File: config.mk
export PLATFORM = sky130hd
export DESIGN_NAME = memory_map_decoder_remap
export DESIGN_NICKNAME = d
export VERILOG_FILES = /design/src/inc/memmap_pkg.sv /design/src/rtl/memory_map_decoder_remap.sv
export SDC_FILE = /design/constraint.sdc
export NUM_CORES = 1
export LEC_CHECK = 0
export BUFFER_PORTS_ARGS = -buffer_cell sky130_fd_sc_hd__buf_2
export CAP_MARGIN = 15
export CORE_MARGIN = 2
export CORE_UTILIZATION = 47
export CTS_CLUSTER_DIAMETER = 60
export DETAILED_ROUTE_END_ITERATION = 8
export PLACE_DENSITY = 0.8
export SYNTH_ARGS = -nofsm -noshare
export SYNTH_HDL_FRONTEND = slang
export SYNTH_SLANG_ARGS = --single-unit
File: constraint.sdc
create_clock -name clk_sys -period 3.2 [get_ports clk_sys]
set_clock_uncertainty 0.05 [all_clocks]
set_input_delay 0.16 -clock clk_sys [delete_from_list [all_inputs] [get_ports clk_sys]]
set_output_delay 0.16 -clock clk_sys [all_outputs]
set_load 0.03 [all_outputs]
File: src/inc/memmap_pkg.sv
// Constants and carrier types for the memory map decoder and remap logic.
// Assumes a 32-bit processor address bus and a single 100 MHz system clock.
package memmap_pkg;

   // ----------------------------------------------------------------------
   // Address map
   // ----------------------------------------------------------------------
   localparam logic [31:0] INT_MEM_TOP    = 32'h0040_0000;
   localparam logic [31:0] PERIPH_BASE    = 32'hFFC0_0000;
   localparam logic [31:0] ROM_BASE       = 32'h0010_0000;
   localparam logic [31:0] ROM_SIZE       = 32'h0002_0000;
   localparam logic [31:0] SRAM_BASE      = 32'h0030_0000;
   localparam logic [31:0] SRAM_SIZE      = 32'h0000_2000;
   localparam logic [31:0] VECTOR_TOP     = 32'h0000_0020;
   localparam logic [31:0] BOOT_WIN_SIZE  = 32'h0010_0000;
   localparam logic [31:0] PERIPH_WIN     = 32'h0000_4000;
   localparam logic [31:0] INTC_WIN       = 32'h0000_1000;
   localparam logic [31:0] INTC_BASE      = 32'hFFFF_F000;
   localparam logic [31:0] WORD_MASK      = 32'hFFFF_FFFC;
   localparam int          NUM_BANKS      = 8;
   localparam int          PERIPH_IDX_LSB = 14;

   // ----------------------------------------------------------------------
   // Timing
   // ----------------------------------------------------------------------
   localparam int          BOOT_SAMPLE_CYC = 10;
   localparam int          WAIT_W          = 3;
   localparam int          FLOAT_W         = 3;

   // ----------------------------------------------------------------------
   // Access sizes and bank page sizes
   // ----------------------------------------------------------------------
   typedef enum logic [1:0] {SZ_BYTE, SZ_HALF, SZ_WORD} acc_size_t;
   typedef enum logic [1:0] {PG_1M, PG_4M, PG_16M} page_size_t;
   typedef enum logic [1:0] {TGT_NONE, TGT_INTMEM, TGT_EXT, TGT_PERIPH} target_t;

   typedef struct packed {
      logic        en;        // bank enabled
      logic [11:0] base;      // base address bits 31:20
      page_size_t  page;      // page size
      logic [WAIT_W-1:0]  wait_cyc;   // wait states
      logic [FLOAT_W-1:0] float_cyc;  // data float cycles
      logic        bus16;     // 1: 16-bit data bus, 0: 8-bit
      logic        byte_wr;   // 1: two 8-bit devices (byte write mode)
      logic        early_rd;  // early read protocol
   } bank_cfg_t;

   typedef struct packed {
      logic        valid;
      logic        write;
      acc_size_t   size;
      logic [31:0] addr;
   } cpu_req_t;

   typedef struct packed {
      logic        sel_rom;
      logic        sel_sram;
      logic        sel_ext;
      logic [2:0]  ext_bank;
      logic        sel_periph;
      logic [7:0]  periph_idx;
      logic [31:0] addr;      // address forwarded to the selected target
   } decode_t;

endpackage : memmap_pkg

File: src/rtl/memory_map_decoder_remap.sv
// Memory map decoder with boot select, remap and external bus sequencing.
// Assumes the processor holds its request stable until ready and that the
// outside party keeps boot_select_pin steady in the last cycles of reset.
//
// Overview of operation
// - Split space: internal, external, peripheral megabytes.
// - Little-endian byte lanes only, everywhere.
// - On-chip memories answer in one cycle.
// - Primary SRAM at zero after remap.
// - ROM decoded at fixed base address.
// - Boot memory at zero after reset.
// - Sample boot select last ten reset cycles.
// - Select one ROM, zero external chip select.
// - Boot select pin freed as I/O.
// - Remap bit swaps vector region memories.
// - Chip selects one-seven only after remap.
// - Only reset clears the remapped state.
// - Undefined external address raises abort.
// - Internal memory, peripherals never abort.
// - External unit serves middle address range.
// - Eight banks, each 1M, 4M or 16M.
// - Aligned byte, half and word accesses.
// - Per-bank wait, float and width.
// - Byte-select or byte-write for 16-bit banks.
// - Early read selectable per bank.
// - Peripheral accesses forced to whole words.
// - Peripheral windows 16K, interrupt unit 4K.
// - Watchdog reset keeps the boot mode.
`timescale 1ns/100ps

module memory_map_decoder_remap #(
   parameter int NUM_BANKS = memmap_pkg::NUM_BANKS
) (
   input  wire logic                  clk_sys,            // System clock, 100 MHz
   input  wire logic                  arst_n,             // Asynchronous reset, active low
   input  wire logic                  external_reset_n,   // Reset pin level, active low
   input  wire logic                  wdog_reset_n,       // Watchdog internal reset, active low
   input  wire logic                  boot_select_pin,    // Boot select strap / I/O line 24
   input  wire logic                  remap_command_bit,  // One-cycle write of one to remap control
   input  memmap_pkg::bank_cfg_t      bank_cfg [NUM_BANKS], // Per-bank configuration
   input  memmap_pkg::cpu_req_t       cpu_req,            // Processor request
   output memmap_pkg::decode_t        dec_out,            // Registered decode result
   output logic                       cpu_ready,          // Access completes this cycle
   output logic                       cpu_abort,          // Abort to processor
   output logic                       remapped,           // Remap done
   output logic                       boot_from_rom,      // Latched boot mode
   output logic                       pio_line_24_free,   // Boot select pin released to I/O
   output logic [NUM_BANKS-1:0]       chip_sel_n,         // Chip selects, active low
   output logic [1:0]                 byte_lane_n,        // Byte select / byte write strobes, active low
   output logic                       ext_early_rd,       // Early read for current access
   output logic                       ext_busy            // External cycle or float in progress
);

   // ----------------------------------------------------------------------
   // Reset combination and boot strap capture
   // ----------------------------------------------------------------------
   // Any reset restores the remap state, but only the pin reset resamples
   // the strap, so the watchdog leaves the boot mode as it was.
   logic       sys_rst_n;
   logic       strap_q;
   logic       boot_q;
   logic       in_reset_q;

   assign sys_rst_n = external_reset_n & wdog_reset_n;

   // The strap must be held over the last cycles before release; we capture
   // the level while the pin reset is low, and the value at release wins.
   always_ff @(posedge clk_sys or negedge arst_n) begin
      if (!arst_n) begin
         strap_q <= 1'b1;
      end else if (!external_reset_n) begin
         strap_q <= boot_select_pin;
      end
   end

   always_ff @(posedge clk_sys or negedge arst_n) begin
      if (!arst_n) begin
         in_reset_q <= 1'b1;
         boot_q     <= 1'b1;
      end else begin
         in_reset_q <= ~external_reset_n;
         if (in_reset_q && external_reset_n) begin
            boot_q <= strap_q;
         end
      end
   end

   assign boot_from_rom    = boot_q;
   assign pio_line_24_free = ~in_reset_q;

   // ----------------------------------------------------------------------
   // Remap state
   // ----------------------------------------------------------------------
   logic remap_q;

   always_ff @(posedge clk_sys or negedge arst_n) begin
      if (!arst_n) begin
         remap_q <= 1'b0;
      end else if (!sys_rst_n) begin
         remap_q <= 1'b0;
      end else if (remap_command_bit) begin
         remap_q <= 1'b1;
      end
   end

   assign remapped = remap_q;

   // ----------------------------------------------------------------------
   // Address decode
   // ----------------------------------------------------------------------
   memmap_pkg::decode_t dec_d;
   logic                abort_d;
   logic                hit_ext;
   logic [2:0]          hit_bank;
   logic [31:0]         a;

   always_comb begin
      a        = cpu_req.addr;
      dec_d    = '0;
      abort_d  = 1'b0;
      hit_ext  = 1'b0;
      hit_bank = 3'h0;
      dec_d.addr = a;
      // Banks are searched highest first, so the lowest bank wins where programs overlap.
      for (int b = NUM_BANKS - 1; b >= 0; b--) begin
         logic [11:0] msk;
         msk = 12'hFFF;
         case (bank_cfg[b].page)
            memmap_pkg::PG_1M:  msk = 12'hFFF;
            memmap_pkg::PG_4M:  msk = 12'hFFC;
            memmap_pkg::PG_16M: msk = 12'hFF0;
            default:            msk = 12'hFFF;
         endcase
         if (bank_cfg[b].en && ((a[31:20] & msk) == (bank_cfg[b].base & msk)) &&
             (b == 0 || remap_q)) begin
            hit_ext  = 1'b1;
            hit_bank = 3'(b);
         end
      end
      if (a >= memmap_pkg::PERIPH_BASE) begin
         dec_d.sel_periph = 1'b1;
         dec_d.addr       = a & memmap_pkg::WORD_MASK;
         dec_d.periph_idx = (a >= memmap_pkg::INTC_BASE) ?
                            8'hFF : 8'(a[21:memmap_pkg::PERIPH_IDX_LSB]);
      end else if (a < memmap_pkg::VECTOR_TOP || a < memmap_pkg::BOOT_WIN_SIZE) begin
         if (remap_q) begin
            dec_d.sel_sram = (a < memmap_pkg::SRAM_SIZE);
            dec_d.addr     = a + memmap_pkg::SRAM_BASE;
         end else if (boot_q) begin
            dec_d.sel_rom  = (a < memmap_pkg::ROM_SIZE);
            dec_d.addr     = a + memmap_pkg::ROM_BASE;
         end else begin
            dec_d.sel_ext  = 1'b1;
            dec_d.ext_bank = 3'h0;
         end
      end else if (a < memmap_pkg::INT_MEM_TOP) begin
         dec_d.sel_rom  = (a >= memmap_pkg::ROM_BASE) &&
                          (a < memmap_pkg::ROM_BASE + memmap_pkg::ROM_SIZE);
         dec_d.sel_sram = (a >= memmap_pkg::SRAM_BASE) &&
                          (a < memmap_pkg::SRAM_BASE + memmap_pkg::SRAM_SIZE);
      end else begin
         dec_d.sel_ext  = hit_ext;
         dec_d.ext_bank = hit_bank;
         abort_d        = ~hit_ext;
      end
   end

   // ----------------------------------------------------------------------
   // External bus sequencer
   // ----------------------------------------------------------------------
   typedef enum {ST_IDLE, ST_ACCESS, ST_FLOAT} ext_state_t;
   ext_state_t                     state_q;
   logic [memmap_pkg::WAIT_W-1:0]  cnt_q;
   logic [2:0]                     bank_q;
   logic                           ext_start;
   memmap_pkg::bank_cfg_t          cur_cfg;

   assign cur_cfg   = bank_cfg[dec_d.ext_bank];
   // A new external access waits out the previous bank's float time.
   assign ext_start = cpu_req.valid && dec_d.sel_ext && (state_q == ST_IDLE);

   always_ff @(posedge clk_sys or negedge arst_n) begin
      if (!arst_n) begin
         state_q <= ST_IDLE;
         cnt_q   <= '0;
         bank_q  <= 3'h0;
      end else begin
         case (state_q)
            ST_IDLE: begin
               if (ext_start) begin
                  state_q <= ST_ACCESS;
                  cnt_q   <= cur_cfg.wait_cyc;
                  bank_q  <= dec_d.ext_bank;
               end
            end
            ST_ACCESS: begin
               if (cnt_q != '0) begin
                  cnt_q <= cnt_q - 1'b1;
               end else if (bank_cfg[bank_q].float_cyc != '0) begin
                  state_q <= ST_FLOAT;
                  cnt_q   <= bank_cfg[bank_q].float_cyc;
               end else begin
                  state_q <= ST_IDLE;
               end
            end
            ST_FLOAT: begin
               if (cnt_q == 3'h1) begin
                  state_q <= ST_IDLE;
               end
               cnt_q <= cnt_q - 1'b1;
            end
            default: state_q <= ST_IDLE;
         endcase
      end
   end

   assign ext_busy = (state_q != ST_IDLE);

   // ----------------------------------------------------------------------
   // Strobes and byte lanes
   // ----------------------------------------------------------------------
   // Lane 0 is always the lowest address byte; there is no swapped mode.
   logic [NUM_BANKS-1:0] cs_d;
   logic [1:0]           lane_d;
   logic                 misaligned;

   assign misaligned = (cpu_req.size == memmap_pkg::SZ_HALF && cpu_req.addr[0]) ||
                       (cpu_req.size == memmap_pkg::SZ_WORD && cpu_req.addr[1:0] != 2'h0);

   always_comb begin
      cs_d   = '1;
      lane_d = 2'b11;
      if (state_q == ST_ACCESS) begin
         cs_d[bank_q] = 1'b0;
         if (!bank_cfg[bank_q].bus16) begin
            lane_d = 2'b10;
         end else if (cpu_req.size == memmap_pkg::SZ_BYTE) begin
            lane_d = cpu_req.addr[0] ? 2'b01 : 2'b10;
         end else begin
            lane_d = 2'b00;
         end
         // Byte-write mode only strobes lanes on writes; reads enable both parts.
         if (bank_cfg[bank_q].byte_wr && !cpu_req.write) begin
            lane_d = 2'b00;
         end
      end
   end

   always_ff @(posedge clk_sys or negedge arst_n) begin
      if (!arst_n) begin
         chip_sel_n   <= '1;
         byte_lane_n  <= 2'b11;
         ext_early_rd <= 1'b0;
      end else begin
         chip_sel_n   <= cs_d;
         byte_lane_n  <= lane_d;
         ext_early_rd <= (state_q == ST_ACCESS) && !cpu_req.write &&
                         bank_cfg[bank_q].early_rd;
      end
   end

   // ----------------------------------------------------------------------
   // Processor answer
   // ----------------------------------------------------------------------
   always_ff @(posedge clk_sys or negedge arst_n) begin
      if (!arst_n) begin
         dec_out <= '0;
      end else if (cpu_req.valid) begin
         dec_out <= dec_d;
      end
   end

   // On-chip targets and undefined-address aborts answer in the request cycle; external ones
   // answer on the last wait cycle.
   always_comb begin
      cpu_ready = 1'b0;
      cpu_abort = 1'b0;
      if (cpu_req.valid) begin
         if (dec_d.sel_ext) begin
            cpu_ready = (state_q == ST_ACCESS) && (cnt_q == '0);
            cpu_abort = cpu_ready && misaligned;
         end else begin
            cpu_ready = 1'b1;
            cpu_abort = abort_d;
         end
      end
   end

endmodule : memory_map_decoder_remap

==> summary.txt <==
PWR
----------------------------------------------------------------------------------
Lkg Pwr .............................................................   0.00366 µW
Max rail drop VDD ...................................................   0.000312 V
Areal power density over the cells ..................................   418 mW/mm²

SYNTHESIS
----------------------------------------------------------------------------------
Count of state elements after synthesis .............................           70
Library cells used by synthesis .....................................           73
Post-synthesis simple-gate area fraction ............................        20.2%
Number of flops mapped to enable cells by yosys .....................            0
Mean instance size in the synthesized netlist .......................     9.43 µm²
Most area-consuming cells after synthesis ........................... dfrtp_1 (24%), xor2_1 (8.1%), xnor2_1 (6.6%)
Synth async-reset ratio .............................................         100%
Total of warnings raised by yosys ...................................            0
Post-synthesis cell type with the largest combined area .............      dfrtp_1
Post-synthesis instance area ........................................  0.00584 mm²
Share of the synthesized area in compound gates (AO/OA/AOI/OAI) .....        12.6%
Adder and majority cell fraction of the synthesized area ............        4.29%
Post-synthesis share of cell area spent on xor and xnor gates .......        14.7%
Sequential-to-total area share from yosys stat ......................        30.3%
Synthesized Nets ....................................................          873
Number of cells produced by synthesis ...............................          619
Share of cell area taken by muxes after synthesis ...................        12.2%
Largest family of logic cells by synthesized area ................... simple AND/OR/NAND/NOR gates
Main flop type after synthesis ......................................      dfrtp_1
Proportion of netlist area held by the largest area contributor .....        24.4%

CELLS AND AREA
----------------------------------------------------------------------------------
Fillers .............................................................         1038
Most frequent cells in the layout ................................... buf_2 (297), dfrtp_1 (57), xor2_1 (54)
Final cell utilization of the core ..................................        64.4%
Layout Cell Area excl Fill ..........................................  0.00776 mm²
Number of nets in the layout ........................................         1168
Ratio of cells with drive above 1 in the final layout ...............        43.2%
Area delta synth->final .............................................        33.0%
Non-Filler Instances ................................................         1087
Most common cell after layout, fill and taps aside ..................        buf_2
Number of diodes ....................................................            0

CLOCKING
----------------------------------------------------------------------------------
Number of levels the H-tree was split into ..........................            3
Number of CTS-inserted buffers ......................................            9
CTS clock-pin slew for the worst setup and hold paths ...............      0.06 ns
Postcts setup bufs ..................................................            0
Sinks on Clock Net ..................................................           70
TritonCTS clock tree ................................................          yes
Worst-Skew Late Latency .............................................      0.33 ns
CTS root buffer .....................................................    clkbuf_16
Clk buf depth .......................................................            2

ROUTING
----------------------------------------------------------------------------------
Total detailed-routing wirelength ...................................      19.7 mm
Vias per cell .......................................................         5.42
Antenna Violating Nets Remaining ....................................            0
Routed length per placed instance ...................................      18.2 µm
Final routed DRC violation total ....................................            0
Via count ...........................................................         5892
1st-pass router iterations ..........................................            5
Iter 0 DRT Violations ...............................................          378

SETUP PATH
----------------------------------------------------------------------------------
Critical Path, Cell by Cell ......................................... buf_4 > nand2_1 > nor3_1 > nand4_1 > o41a_1 > a41oi_1 > nor2_1 > o21a_1 > o21a_1 > buf_2
Nature of the critical path endpoint ................................ primary output
Buffers and inverters on the worst path .............................            2
Setup CP Type .......................................................      reg2out
Largest fanout on the critical path .................................           10
Cell at the slowest stage of the critical path ......................      dfrtp_1
Sort of element at the start of the critical path ...................    flip-flop
Crit path arrival time ..............................................      2.64 ns
Crit-path max cell delay ............................................      0.62 ns
Data required time at the worst endpoint ............................      2.99 ns
Family of cells with the greatest summed delay on the critical path . compound AO/OA/AOI/OAI gates
Cell repeated most along the worst path .............................       o21a_1

RUN
----------------------------------------------------------------------------------
MaxCap Viol Count ...................................................            0

STA
----------------------------------------------------------------------------------
Slew at the pin closest to its max-slew limit .......................     0.711 ns
Number of pins exceeding their max-slew limit in the final report ...            0
Setup repair after global routing missed its margin .................        false
Max-slew headroom at the worst pin ..................................        52.3%
Setup-violating endpoint count in the final report ..................            0
Max Freq ............................................................    0.351 GHz
Final count of hold timing violations ...............................            0
Post-route worst setup slack ........................................     0.348 ns
Min Tclk post-route .................................................      2.85 ns
Post-route fraction of the period consumed by the critical path .....        89.1%
Sum of negative setup slack .........................................         0 ns

PLACEMENT
----------------------------------------------------------------------------------
Detailed-placement wirelength estimate ..............................      16.0 mm
Worst-case setup slack after placement ..............................     0.302 ns
Port-buffer cells ...................................................          297
Number of cells in the design after placement .......................         1063
Area of placed instances ............................................  0.00741 mm²
Final GP Congestion .................................................        0.980

GRT
----------------------------------------------------------------------------------
Pin count of the biggest net entering global routing ................           34
Remaining global-route overflow .....................................            0
Number of antenna violations at the first check in global routing ...            0
First-pass GRT wire length ..........................................      29.8 mm
Total global routing track utilization ..............................        29.1%
Number of global-route vias before repair ...........................         5816

FLOORPLAN
----------------------------------------------------------------------------------
Number of rows in the core area .....................................           40
Overall die height ..................................................       115 µm
Top-level I/O count .................................................          298
Die width ...........................................................       115 µm
Effective utilization at floorplan ..................................        48.4%
Total Die Area ......................................................   0.0133 mm²
Total core area .....................................................   0.0121 mm²

STATUS
----------------------------------------------------------------------------------
Result of the run ................................................... complete, no violations

MIN PATH
----------------------------------------------------------------------------------
Path class of the lowest-slack min-delay path .......................       in2reg

cell type report:
cell class | count | area [µm²] | area share [%]
Multi-Input combinational cell | 483 | 3730 | 48.1
Tap cell | 168 | 210 | 2.71
Clock buffer | 15 | 268 | 3.45
Timing Repair Buffer | 316 | 1650 | 21.2
Inverter | 34 | 128 | 1.64
Clock inverter | 1 | 5.00 | 0.0645
Sequential cell | 70 | 1770 | 22.8
worst paths after layout:
path	from	end	slack, ns	cells after the start
min reg2reg	dec_out[0]	dec_out[0]	0.43	1
min in group asynchronous	arst_n	dec_out[13]	0.31	2
max reg2reg	remapped	cnt_q[2]	0.38	8
max in group asynchronous	arst_n	strap_q	2.01	3
max	remapped	cpu_abort	0.35	10
min	cpu_req[10]	dec_out[10]	0.01	2
report_power, final:
part	total, µW	internal, µW	leakage [µW]	switching [µW]
sequential	1060	997	0.000849	65.6
clock	924	567	0.000134	357
combinational	1260	517	0.00268	738
stage by stage:
stage	hold WS, ns	total power [µW]
floorplan	-0.186	1880
global placement	0.132	2280
detailed placement	0.138	2310
CTS	0.000713	3240
global route	0.00332	3420
finish	0.0104	3240
per-layer routing:
metal	global-route usage [%]	wire length [µm]	up-vias
li1	-	-	2803
met1	35.6	7910	2786
met2	50.1	9920	255
met3	6.85	1370	48
met4	10.4	532	0
met5	0	0	-
what timing repair did:
| item | CTS | global route |
|---|---|---|
| hold endpoints to repair | 20 | 0 |
| hold buffers | 8 | 0 |
| setup endpoints to repair | 0 | 0 |
| resized for setup | 0 | 0 |
logic make-up (layout without fill, tap and decap cells):
family	after synthesis	count (layout)
xor gates and xnor gates	98	98
buffers and inverters	66	366
AOI/OAI and AO/OA	106	106
DFF	70	70
muxes	52	52
and+or+nand+nor	207	207
adders and majority gates	20	20
synthesized netlist by cell type (3+ instances only):
master	count
dfrtp_1	57
xor2_1	54
xnor2_1	44
nand2_1	41
nor2_1	39
inv_1	34
nor3_1	34
mux2_2	33
a21oi_1	29
o21ai_0	23
ha_1	20
nand3_1	16
dfstp_2	13
nand4_1	13
mux4_2	12
clkbuf_1	10
o2bb2ai_1	9
a21o_1	8
buf_6	8
nor4_1	8
buf_4	6
mux2i_1	6
nand2b_1	6
o211ai_1	6
or3_1	6
nor3b_1	5
o21ai_1	5
and3_1	4
buf_1	4
nand3b_1	4
or4_1	4
buf_2	3
o21a_1	3
registers in the layout (all words and copies together), names as in the netlist:
signal         flops
remapped           1
cnt_q              3
dec_out           47
strap_q            1
boot_from_rom      1
ext_early_rd       1
byte_lane_n        2
chip_sel_n         8
state_q            2
in_reset_q         1
bank_q             3
Note: power is estimated with default switching activity, not from simulation.
